`src/rtl/adcsq_map.vh`:
```
// Register map, field positions and timing counts for the converter sequencer
`ifndef ADCSQ_MAP_VH
`define ADCSQ_MAP_VH
`define ADCSQ_OFS_CTRL       12'h000
`define ADCSQ_OFS_OPTION     12'h004
`define ADCSQ_OFS_RESULT0    12'h010
`define ADCSQ_OFS_STATUS     12'h030
`define ADCSQ_CTRL_DONE      7
`define ADCSQ_CTRL_EIGHT     6
`define ADCSQ_CTRL_SCAN      5
`define ADCSQ_CTRL_MULTI     4
`define ADCSQ_OPT_PWR        0
`define ADCSQ_OPT_CLKSEL     1
`define ADCSQ_CTRL_RESET     8'h00
`define ADCSQ_OPT_RESET      2'h0
`define ADCSQ_GROUP_CYCLES   144
`define ADCSQ_CONV_CYCLES    36
`define ADCSQ_SAMPLE_CYCLES  4
`define ADCSQ_RES_BITS       10
`endif

```
`src/rtl/adcsq_sar.v`:
```
// Successive approximation bit search for one conversion
`timescale 1ns/1ps
module adcsq_sar #(
   parameter WIDTH = 10
) (
   input  wire             pclk,
   input  wire             presetn,
   input  wire             abort,
   input  wire             step,
   input  wire             start,
   input  wire             cmp_above,
   output wire [WIDTH-1:0] dac_code,
   output reg              done_ff
);
   reg [WIDTH-1:0] trial_ff;
   reg [WIDTH-1:0] bit_ff;
   reg             busy_ff;
   assign dac_code = trial_ff | bit_ff;
   // Compare DAC output against held sample, one bit per step
   always @(posedge pclk or negedge presetn) begin
      if (!presetn) begin
         trial_ff <= {WIDTH{1'b0}};
         bit_ff   <= {WIDTH{1'b0}};
         busy_ff  <= 1'b0;
         done_ff  <= 1'b0;
      end else if (abort) begin
         trial_ff <= {WIDTH{1'b0}};
         bit_ff   <= {WIDTH{1'b0}};
         busy_ff  <= 1'b0;
         done_ff  <= 1'b0;
      end else if (start) begin
         trial_ff <= {WIDTH{1'b0}};
         bit_ff   <= {1'b1, {(WIDTH-1){1'b0}}};
         busy_ff  <= 1'b1;
         done_ff  <= 1'b0;
      end else if (busy_ff && step) begin
         if (cmp_above) begin
            trial_ff <= trial_ff | bit_ff;
         end
         bit_ff  <= bit_ff >> 1;
         busy_ff <= ~bit_ff[0];
         done_ff <= bit_ff[0];
      end else begin
         done_ff <= 1'b0;
      end
   end
endmodule // adcsq_sar

```
`src/rtl/adcsq_top.v`:
```
// Converter sequencer control with APB registers
// Summary of operation
// - One 10-bit converter, sixteen-way input mux
// - Eight results; four or eight, stop or loop
// - Bus clock: four conversions in 144 cycles
// - Oscillator converts; results move on bus clock
// - Power-on clear disables and aborts conversion
// - Clock-select bit picks conversion clock source
// - Left-justified 16-bit ratiometric result, saturating
// - Six low result bits read zero
// - Sample input, then successive DAC compares
// - Four-bit code picks pins or internal points
// - Reserved channels tied to low reference
// - Multi-channel register placement by code
// - Single channel converted four or eight times
// - Four-conversion scan fills registers 5 to 8
// - Select clear bus clock, set oscillator
// - Control write clears flag, aborts, restarts
`timescale 1ns/1ps
`include "adcsq_map.vh"
module adcsq_top #(
   parameter RES_BITS = `ADCSQ_RES_BITS
) (
   input  wire                pclk,
   input  wire                presetn,
   input  wire                psel,
   input  wire                penable,
   input  wire                pwrite,
   input  wire [11:0]         paddr,
   input  wire [31:0]         pwdata,
   output wire                pready,
   output reg  [31:0]         prdata,
   output wire                pslverr,
   input  wire                osc_clk,
   input  wire                cmp_above,
   output reg  [3:0]          mux_sel_ff,
   output reg                 sample_hold_ff,
   output wire [RES_BITS-1:0] dac_code,
   output reg                 converter_power_on_ff
);
   localparam ST_IDLE   = 3'b001;
   localparam ST_SAMPLE = 3'b010;
   localparam ST_CONV   = 3'b100;
   reg [7:0]  ctrl_ff;
   reg        clk_sel_ff;
   reg [2:0]  state_ff;
   reg [2:0]  nxt_state;
   reg [2:0]  count_ff;
   reg [2:0]  nxt_count;
   reg [5:0]  tick_ff;
   reg [RES_BITS-1:0] result_ff [0:7];
   reg [7:0]  conv_total_ff;
   reg        osc_s1_ff;
   reg        osc_s2_ff;
   reg        osc_s3_ff;
   reg        cmp_s1_ff;
   reg        cmp_s2_ff;
   wire       wr_en;
   wire       rd_en;
   wire       ctrl_wr;
   wire       osc_rise;
   wire       step;
   wire       sar_done;
   wire       sar_start;
   wire       sar_step;
   wire       abort;
   wire       eight_sel;
   wire       scan;
   wire       multi_sel;
   wire [3:0] chan_code;
   reg  [3:0] cur_chan;
   reg  [2:0] cur_slot;
   reg  [3:0] eff_chan;
   integer    i;
   assign pready  = 1'b1;
   assign pslverr = 1'b0;
   assign wr_en   = psel & penable & pwrite;
   assign rd_en   = psel & ~penable & ~pwrite;
   assign ctrl_wr = wr_en & (paddr == `ADCSQ_OFS_CTRL);
   assign eight_sel = ctrl_ff[`ADCSQ_CTRL_EIGHT];
   assign scan      = ctrl_ff[`ADCSQ_CTRL_SCAN];
   assign multi_sel = ctrl_ff[`ADCSQ_CTRL_MULTI];
   assign chan_code = ctrl_ff[3:0];
   // Oscillator edge taken after two flops; result capture stays on pclk
   always @(posedge pclk or negedge presetn) begin
      if (!presetn) begin
         osc_s1_ff <= 1'b0;
         osc_s2_ff <= 1'b0;
         osc_s3_ff <= 1'b0;
         cmp_s1_ff <= 1'b0;
         cmp_s2_ff <= 1'b0;
      end else begin
         osc_s1_ff <= osc_clk;
         osc_s2_ff <= osc_s1_ff;
         osc_s3_ff <= osc_s2_ff;
         cmp_s1_ff <= cmp_above;
         cmp_s2_ff <= cmp_s1_ff;
      end
   end
   assign osc_rise = osc_s2_ff & ~osc_s3_ff;
   // Bus clock path: one sequencer tick per bus cycle, 36 cycles per conversion
   // Oscillator path: one step per synchronised oscillator edge
   assign step  = clk_sel_ff ? osc_rise : 1'b1;
   assign abort = ctrl_wr | ~converter_power_on_ff;
   // Sequence position to channel and result slot
   always @* begin
      cur_chan = chan_code;
      cur_slot = 3'd0;
      if (multi_sel && eight_sel) begin
         cur_chan = {1'b0, count_ff};
         cur_slot = count_ff;
      end else if (multi_sel) begin
         cur_chan = {chan_code[3:2], count_ff[1:0]};
         cur_slot = {1'b1, count_ff[1:0]};
      end else if (eight_sel) begin
         cur_slot = count_ff;
      end else begin
         cur_slot = {1'b1, count_ff[1:0]};
      end
      eff_chan = (cur_chan[3:2] == 2'b10) ? 4'hD : cur_chan;
   end
   // Timing: sample phase then SAR bits, padded to a fixed conversion slot
   always @* begin
      nxt_state = state_ff;
      nxt_count = count_ff;
      case (state_ff)
         ST_IDLE: begin
            nxt_state = ST_IDLE;
         end
         ST_SAMPLE: begin
            if (step && tick_ff == `ADCSQ_SAMPLE_CYCLES - 1) begin
               nxt_state = ST_CONV;
            end
         end
         ST_CONV: begin
            // Sample plus conversion slot fills the per-conversion budget
            if (step && tick_ff == `ADCSQ_CONV_CYCLES - `ADCSQ_SAMPLE_CYCLES - 1) begin
               if ((eight_sel ? count_ff == 3'd7 : count_ff[1:0] == 2'd3) && !scan) begin
                  nxt_state = ST_IDLE;
                  nxt_count = 3'd0;
               end else begin
                  nxt_state = ST_SAMPLE;
                  nxt_count = eight_sel ? count_ff + 3'd1 : {1'b0, count_ff[1:0] + 2'd1};
               end
            end
         end
         default: begin
            nxt_state = ST_IDLE;
         end
      endcase
   end
   assign sar_start = (state_ff == ST_SAMPLE) & step & (tick_ff == `ADCSQ_SAMPLE_CYCLES - 1);
   // Compare passes two sync flops, so bus-clock steps wait three cycles
   assign sar_step  = clk_sel_ff ? osc_rise :
                      ((state_ff == ST_CONV) & (tick_ff % 6'd3 == 6'd2));
   adcsq_sar #(
      .WIDTH     (RES_BITS)
   ) u_sar (
      .pclk      (pclk),
      .presetn   (presetn),
      .abort     (abort),
      .step      (sar_step),
      .start     (sar_start),
      .cmp_above (cmp_s2_ff),
      .dac_code  (dac_code),
      .done_ff   (sar_done)
   );
   // Sequencer, results and done flag
   always @(posedge pclk or negedge presetn) begin
      if (!presetn) begin
         state_ff       <= ST_IDLE;
         count_ff       <= 3'd0;
         tick_ff        <= 6'd0;
         mux_sel_ff     <= 4'h0;
         sample_hold_ff <= 1'b0;
         conv_total_ff  <= 8'h00;
         ctrl_ff        <= `ADCSQ_CTRL_RESET;
         for (i = 0; i < 8; i = i + 1) begin
            result_ff[i] <= {RES_BITS{1'b0}};
         end
      end else begin
         if (ctrl_wr) begin
            ctrl_ff  <= {1'b0, pwdata[6:0]};
            state_ff <= converter_power_on_ff ? ST_SAMPLE : ST_IDLE;
            count_ff <= 3'd0;
            tick_ff  <= 6'd0;
            conv_total_ff <= 8'h00;
            sample_hold_ff <= 1'b0;
         end else if (!converter_power_on_ff) begin
            state_ff <= ST_IDLE;
            count_ff <= 3'd0;
            tick_ff  <= 6'd0;
            sample_hold_ff <= 1'b0;
         end else begin
            state_ff <= nxt_state;
            count_ff <= nxt_count;
            if (nxt_state != state_ff) begin
               tick_ff <= 6'd0;
            end else if (step && state_ff != ST_IDLE) begin
               tick_ff <= tick_ff + 6'd1;
            end
            mux_sel_ff     <= eff_chan;
            sample_hold_ff <= (state_ff == ST_SAMPLE);
            // One channel moves per bus cycle at most
            if (sar_done) begin
               result_ff[cur_slot] <= dac_code;
               if ((eight_sel ? count_ff == 3'd7 : count_ff[1:0] == 2'd3)) begin
                  ctrl_ff[`ADCSQ_CTRL_DONE] <= 1'b1;
               end
               conv_total_ff <= conv_total_ff + 8'h01;
            end
         end
      end
   end
   // Option register: power and clock source
   always @(posedge pclk or negedge presetn) begin
      if (!presetn) begin
         converter_power_on_ff <= 1'b0;
         clk_sel_ff            <= 1'b0;
      end else if (wr_en && paddr == `ADCSQ_OFS_OPTION) begin
         converter_power_on_ff <= pwdata[`ADCSQ_OPT_PWR];
         clk_sel_ff            <= pwdata[`ADCSQ_OPT_CLKSEL];
      end
   end
   // Read data registered in setup phase, so ready can stay high
   always @(posedge pclk or negedge presetn) begin
      if (!presetn) begin
         prdata <= 32'h00000000;
      end else if (rd_en) begin
         prdata <= 32'h00000000;
         if (paddr == `ADCSQ_OFS_CTRL) begin
            prdata <= {24'h000000, ctrl_ff};
         end else if (paddr == `ADCSQ_OFS_OPTION) begin
            prdata <= {30'h00000000, clk_sel_ff, converter_power_on_ff};
         end else if (paddr == `ADCSQ_OFS_STATUS) begin
            prdata <= {21'h000000, state_ff, conv_total_ff};
         end else if (paddr >= `ADCSQ_OFS_RESULT0 && paddr <= 12'h02C && paddr[1:0] == 2'b00) begin
            prdata <= {16'h0000, result_ff[paddr[4:2] - 3'd4], 6'h00};
         end
      end
   end
endmodule // adcsq_top

```
`config.mk`:
```
export PLATFORM = sky130hd
export DESIGN_NAME = adcsq_top
export DESIGN_NICKNAME = d
export VERILOG_FILES = /design/src/rtl/adcsq_sar.v /design/src/rtl/adcsq_top.v
export VERILOG_INCLUDE_DIRS = /design/src /design/src/rtl
export SDC_FILE = /design/constraint.sdc
export NUM_CORES = 1
export LEC_CHECK = 0
export ABC_AREA = 1
export ABC_CLOCK_PERIOD_IN_PS = 2600
export BUFFER_PORTS_ARGS = -buffer_cell sky130_fd_sc_hd__buf_2
export CORE_MARGIN = 3
export CORE_UTILIZATION = 35
export DETAILED_ROUTE_END_ITERATION = 12
export GPL_ROUTABILITY_DRIVEN = 1
export PLACE_DENSITY = 0.6
export RECOVER_POWER = 100
export SLEW_MARGIN = 40
export SYNTH_ARGS = -nofsm -noshare
export SYNTH_HDL_FRONTEND = slang
export SYNTH_HIERARCHICAL = 1
export SYNTH_SLANG_ARGS = --single-unit
export TNS_END_PERCENT = 5
```
`constraint.sdc`:
```
create_clock -name pclk -period 2.6 [get_ports pclk]
set_input_delay 0.26 -clock pclk [delete_from_list [all_inputs] [get_ports pclk]]
set_output_delay 0.26 -clock pclk [all_outputs]
set_load 0.02 [all_outputs]
```
Word-level counts from Yosys, hierarchy flattened:

Index checks and enable logic that the tools add are counted.

* $add $sub $neg: 5
* div/mod/pow operators: 1
* order comparisons: 5
* equal/unequal tests: 15
* multiplexer cells: 58
* bitwise logic cells: 19
* reduce and logical (&&, ||, !) cells: 24

Operator list (number)
* 10-bit 2-to-1 mux: 10
* 80-bit bitwise mux: 1
* 16-bit 2-to-1 mux: 4
* 3-bit 2-to-1 mux: 13
* 10-bit binary-select mux with 3-bit select: 1
* 10-bit demux with 3-bit select: 1
* 6-bit 2-to-1 mux: 4
* 8-bit 2-to-1 mux: 3
* 1-bit 2-to-1 mux: 15
* 12-bit by 3-bit == test with 1-bit output (second input constant): 1
* 12-bit by 6-bit == test with 1-bit output (second input constant): 1
* 6-bit by 2-bit == test with 1-bit output (second input constant): 2
* 12-bit by 5-bit greater-or-equal comparator with 1-bit output (second input constant): 1
* 12-bit by 6-bit less-or-equal comparator with 1-bit output (second input constant): 1
* 12-bit zero test: 1
* 1-bit logical AND: 10
* 10-bit OR: 1
* 1-bit AND: 9
* 3-bit by 1-bit inequality test with 1-bit output (second input constant): 3
* 8-bit by 1-bit adder with 8-bit output (second input constant): 1
* 4-bit greater-or-equal comparator (second input constant): 2
* 4-bit 2-to-1 mux: 2
* 3-bit NOT with 4-bit output: 2
* 2-bit AND reduction: 4
* 21 further kinds: 34

* flip-flop bits (word level): 174
* input bits: 51
* output and inout bits: 50
* word-level logic and storage cells: 155

Logic depth before layout (Yosys ltp):

* depth in word-level cells: 10
* gate-level depth with buffers: 26
* mapped depth without buffers: 26

Modules after synthesis:

Netlist, hierarchy kept.

Modules (own cells, without submodules)
* adcsq_top: times used 1, cells each 807, area an instance 6732.7 um^2, seq. area each 3404.5 um^2
* adcsq_sar: times used 1, cells each 133, area an instance 1047.3 um^2, seq. area each 550.5 um^2

Worst setup path before layout:

Ideal clock, no wire load.

* kind: register -> register
* from: register tick_ff[5]
* to: register u_sar.bit_ff[2]
* setup time: 0.117 ns
* data arrival time: 2.590 ns
* slack: -0.108 ns
* cell stages (with the launch flop): 26
* buffers on the path: 1
* cells stage by stage: dfrtp_1 -> inv_1 -> nand3_1 -> nand2_1 -> nand2_1 -> nand2_1 -> nor2_2 -> ha_1 -> inv_1 -> nand3_1 -> inv_2 -> nand2_2 -> nand2_1 -> nand2_1 -> inv_1 -> ha_1 -> inv_1 -> o211ai_1 -> nand3_1 -> nor2_1 -> nand2_1 -> nand2_1 -> nand2_2 -> clkbuf_8 -> nand3_1 -> nand2_1

* cells in the longest elaborated chain, start to end: 6
* elaborated cells between the ends (all ways): 10

RTL lines
* start: declaration: RTL line adcsq_top.v:50 `reg [5:0] tick_ff;`
* start signal: assignment: RTL line adcsq_top.v:200 `tick_ff <= tick_ff + 6'd1;`
* 6-bit by 2-bit modulo with 6-bit output: RTL line adcsq_top.v:155 `((state_ff == ST_CONV) & (tick_ff % 6'd3 == 6'd2));`
* 6-bit by 2-bit == test with 1-bit output: RTL line adcsq_top.v:155
* 1-bit AND: RTL line adcsq_top.v:155
* 1-bit 2-to-1 mux: RTL line adcsq_top.v:154 `assign sar_step = clk_sel_ff ? osc_rise :`
* net sar_step: RTL line adcsq_top.v:65 `wire sar_step;`
* 1-bit logical AND: RTL line adcsq_sar.v:36 `end else if (busy_ff && step) begin`
* 3-bit nonzero test (no line)
* end signal: assignment: RTL line adcsq_sar.v:28 `bit_ff <= {WIDTH{1'b0}};`
* end signal: assignment: RTL line adcsq_sar.v:33 `bit_ff <= {1'b1, {(WIDTH-1){1'b0}}};`
* end signal: assignment: RTL line adcsq_sar.v:40 `bit_ff <= bit_ff >> 1;`
* end: declaration: RTL line adcsq_sar.v:16 `reg [WIDTH-1:0] bit_ff;`

The timed path passes the listed nets, and every way through them passes these cells.
A chain may end at the register's enable or synchronous reset.

Worst setup path after layout:

* from: register tick_ff[5]
* to: register u_sar.bit_ff[7]

Same word-level chain as after synthesis.

==> results.md <==
| Quantity | This run | Unit |
|---|---|---|
| Worst Setup Path Type | register to register | - |
| Fin crit share | 1.09 | - |
| Met3 Resource Use GR | 0.0403 | - |
| Chip width | 155 | um |
| CTS tree | built | - |
| Final count of pins violating max slew | 0 | - |
| DR pass1 iterations | 5 | - |
| Floorplan die area | 0.0241 | sq mm |
| Commonest register cell after synthesis | sky130_fd_sc_hd__dfrtp_1 | - |
| CTS HTree Levels | 4 | - |
| Xor/xnor share of the synthesized area | 0.0101 | - |
| Critical Path End Type | register | - |
| Share of the yosys chip area belonging to registers | 0.508 | - |
| Clock Root Buffer | sky130_fd_sc_hd__clkbuf_16 | - |
| Number of nets at the end of the flow | 1098 | - |
| Combinational family with the most area after synthesis | simple AND/OR/NAND/NOR gates | - |
| Fin util | 0.432 | - |
| Largest fanout of any net on the critical path | 5 | - |
| Wire length of the first global-routing pass | 32.0 | mm |
| Worst slew margin relative to its limit | 0.306 | - |
| Number of buffers added by the clock tree synthesis step | 17 | - |
| Number of distinct standard cells referenced by the synthesized netlist | 47 | - |
| Number of antenna violations at the first check in global routing | 0 | - |
| Most prevalent standard cell on the critical path | sky130_fd_sc_hd__inv_2 | - |
| Hold Fails Final Rpt | 0 | - |
| Clock Skew | 8.16 | ps |
| Count of final setup violators | 28 | - |
| Clock latency of the later-clocked register in the worst-skew pair | 430 | ps |
| Basic-gate share of the synthesized area counting and, or, nand and nor cells | 0.229 | - |
| Tot GR Track Use | 0.165 | - |
| CTS clock-pin slew for the worst setup and hold paths | 60 | ps |
| Unrepaired setup endpoints after global routing | yes | - |
| Class of the tightest hold or removal check | primary input to register | - |
| Maximum buffer depth of the clock tree | 2 | - |
| Final worst setup slack | -236 | ps |
| Adder and majority cell fraction of the synthesized area | 0.0129 | - |
| Worst path arrival time | 3160 | ps |
| Yosys reg bits | 158 | - |
| Highest-delay cell along the critical path | sky130_fd_sc_hd__dfrtp_1 | - |
| DRC | 0 | - |
| Count of antenna-violating nets left after detailed routing | 0 | - |
| Pleak | 4.44 | nW |
| DP HPWL | 13.3 | mm |
| Run status | finished, violations left | - |
| Crit path largest cell delay | 430 | ps |
| Global-route congestion overflow total | 0 | - |
| Diodes inserted | 0 | - |
| Violations in the final reports | negative setup slack | - |
| Count of max-cap constraint violations | 0 | - |
| Top Ports | 101 | - |
| GP Congestion | 0.831 | - |
| Multiplexer area fraction after synthesis | 0 | - |
| Number of vias after detailed routing | 6435 | - |
| Via count normalized by instance count | 4.85 | - |
| Aggregate routed wire length | 19.3 | mm |
| WL per Instance | 14.5 | um |
| Total Neg Setup Slack | -4310 | ps |
| Synth warnings | 6 | - |
| Post-route non-filler standard cell count | 1327 | - |
| Post-route minimum period | 2840 | ps |
| Vert. Die Dim | 155 | um |
| Required time reported for the critical path endpoint | 2920 | ps |
| Final hold slack | 38.3 | ps |
| Instance count after placement with tap cells included | 1274 | - |
| Crit path launch type | register | - |
| VDD IR max | 0.445 | mV |
| Number of input and output port buffers inserted | 57 | - |
| Synthesized cell area | 0.00778 | sq mm |
| Power density of the placed cells | 582 | mW/mm^2 |
| Vias in the first global route | 6125 | - |
| Synthesized instance count | 940 | - |
| Layout cells sized above 1 | 0.161 | - |
| Global Route met1 Usage | 0.245 | - |
| Num Clock Sinks | 158 | - |
| Area of the core region | 0.0214 | sq mm |
| Transition time of the tightest slew-check pin | 1040 | ps |
| Fraction of met2 tracks used by global routing | 0.243 | - |
| Area delta synth->final | 18.9 | % |
| Number of rows in the core area | 53 | - |
| Iter 0 DRT Violations | 424 | - |
| Number of synthesized flops with an enable pin | 0 | - |
| Average cell area after synthesis | 8.28 | sq um |
| Highest attainable clock frequency | 353 | MHz |
| Starting Density | 0.363 | - |
| Share of the synthesized area in compound gates (AO/OA/AOI/OAI) | 0.139 | - |
| Fraction of registers with async set/reset | 1.00 | - |
| Maximum number of pins on one net before global-route repair | 63 | - |
| Layer with the highest usage after global routing | met1 | - |
[cell usage after synthesis, types with 2 or more instances]
cell	count	area, sq um
sky130_fd_sc_hd__nand4_1	6	37.5
sky130_fd_sc_hd__nor3_1	10	50.1
sky130_fd_sc_hd__inv_1	106	398
sky130_fd_sc_hd__buf_4	26	195
sky130_fd_sc_hd__nor3_2	2	20.0
sky130_fd_sc_hd__ha_1	8	100
sky130_fd_sc_hd__inv_2	6	22.5
sky130_fd_sc_hd__nand3_2	6	60.1
sky130_fd_sc_hd__buf_6	5	56.3
sky130_fd_sc_hd__nor2_1	53	199
sky130_fd_sc_hd__conb_1	2	7.51
sky130_fd_sc_hd__a31oi_1	5	31.3
sky130_fd_sc_hd__a21oi_1	13	65.1
sky130_fd_sc_hd__o32ai_1	3	26.3
sky130_fd_sc_hd__or2_1	2	12.5
sky130_fd_sc_hd__nor4_1	2	12.5
sky130_fd_sc_hd__o21ai_1	6	30.0
sky130_fd_sc_hd__or2_2	8	50.1
sky130_fd_sc_hd__o21ai_0	124	621
sky130_fd_sc_hd__nand3_1	55	275
sky130_fd_sc_hd__xor2_1	9	78.8
sky130_fd_sc_hd__o31ai_1	4	30.0
sky130_fd_sc_hd__dfrtp_1	157	3930
sky130_fd_sc_hd__nand4_2	4	50.1
sky130_fd_sc_hd__nor2_2	5	31.3
sky130_fd_sc_hd__o21a_1	15	113
sky130_fd_sc_hd__o211ai_1	2	15.0
sky130_fd_sc_hd__nand2_2	5	31.3
sky130_fd_sc_hd__nand2_1	250	938
sky130_fd_sc_hd__clkbuf_1	10	37.5
sky130_fd_sc_hd__o21ai_2	2	17.5
sky130_fd_sc_hd__buf_2	9	45.0
sky130_fd_sc_hd__o221ai_1	6	52.6
[cell usage in the layout, fill, tap and decap left out, types with 9 or more instances in the layout]
master and count:
sky130_fd_sc_hd__nand2_1 244, sky130_fd_sc_hd__dfrtp_1 155, sky130_fd_sc_hd__o21ai_0 125, sky130_fd_sc_hd__inv_1 101, sky130_fd_sc_hd__nor2_1 55, sky130_fd_sc_hd__nand3_1 49, sky130_fd_sc_hd__buf_4 41, sky130_fd_sc_hd__clkbuf_1 40
sky130_fd_sc_hd__buf_2 22, sky130_fd_sc_hd__conb_1 18, sky130_fd_sc_hd__clkbuf_16 17, sky130_fd_sc_hd__o21a_1 15, sky130_fd_sc_hd__a21oi_1 13, sky130_fd_sc_hd__nand2_2 10, sky130_fd_sc_hd__nand3_2 10, sky130_fd_sc_hd__inv_2 9
sky130_fd_sc_hd__xor2_1 9
[layout make-up]
cell class                      count  area, sq um
Clock buffer                       21          450
Clock inverter                     11          164
Fill cell                        2149        12200
Inverter                          113          427
Multi-Input combinational cell    633         3230
Sequential cell                   158         3960
Tap cell                          275          344
Timing Repair Buffer              116          679
[cell families after synthesis]
group           count (synthesis)
simple gates                  409
compound gates                189
buf+inv                       165
flops                         158
xor+xnor                        9
fa+ha+maj                       8
other cells                     2
[final timing paths]
kind / from / to / cells past startpoint / slack [ps]
setup / recovery: tick_ff[5] / u_sar/bit_ff[7] / 25 / -240
hold / removal: pwdata[4] / ctrl_ff[4] / 3 / 40
setup reg to reg: tick_ff[5] / u_sar/bit_ff[7] / 25 / -240
hold reg to reg: cmp_s1_ff / cmp_s2_ff / 0 / 350
max in group asynchronous: presetn / tick_ff[3] / 3 / 490
min in group asynchronous: presetn / result_ff[77] / 2 / 550
[per-layer routing]
| layer | vias up | share of wire |
|---|---|---|
| met4 | 0 | 0.0084 |
| met1 | 3063 | 0.50 |
| li1 | 3208 | - |
| met3 | 12 | 0.051 |
| met5 | - | 0 |
| met2 | 152 | 0.44 |
[what timing repair did]
item / CTS / global route
endpoints found under the hold margin: 40 / 0
hold buffers: 3 / 0
pin swaps: 9 / 10
gates resized for setup: 21 / 24
endpoints found under the setup margin: 22 / 30
setup buffers: 13 / 5
[power breakdown]
part | switching, mW | internal, mW
clock network | 1.01 | 1.63
registers | 0.0101 | 2.48
logic | 0.184 | 0.0690
total | 1.21 | 4.17
[through the flow]
step                      instance area [sq um]  worst slack, ps  power (mW)
after floorplan                            7850            -21.4        2.68
after global placement                     8430             -155        2.80
after detailed placement                   8430             -209        2.80
after CTS                                  9250             -156        5.46
after global routing                       9250             -477        5.57
final                                      9250             -236        5.38
[flip-flops by register name (all words and copies together), names as in the netlist, 3 cells and up]
| name | cells |
|---|---|
| state_ff | 3 |
| u_sar/trial_ff | 10 |
| u_sar/bit_ff | 10 |
| mux_sel_ff | 4 |
| result_ff | 80 |
| tick_ff | 6 |
| ctrl_ff | 8 |
| count_ff | 3 |
| prdata | 16 |
| conv_total_ff | 8 |
[critical path, delay by kind of cell (launching register included)]
family	cells	cell delay, ps
AOI/OAI and AO/OA	2	210
adders and majority gates	2	350
buffers and inverters	7	620
DFF	1	430
and+or+nand+nor	14	1110
No activity file was read; power rests on OpenSTA's default activity.
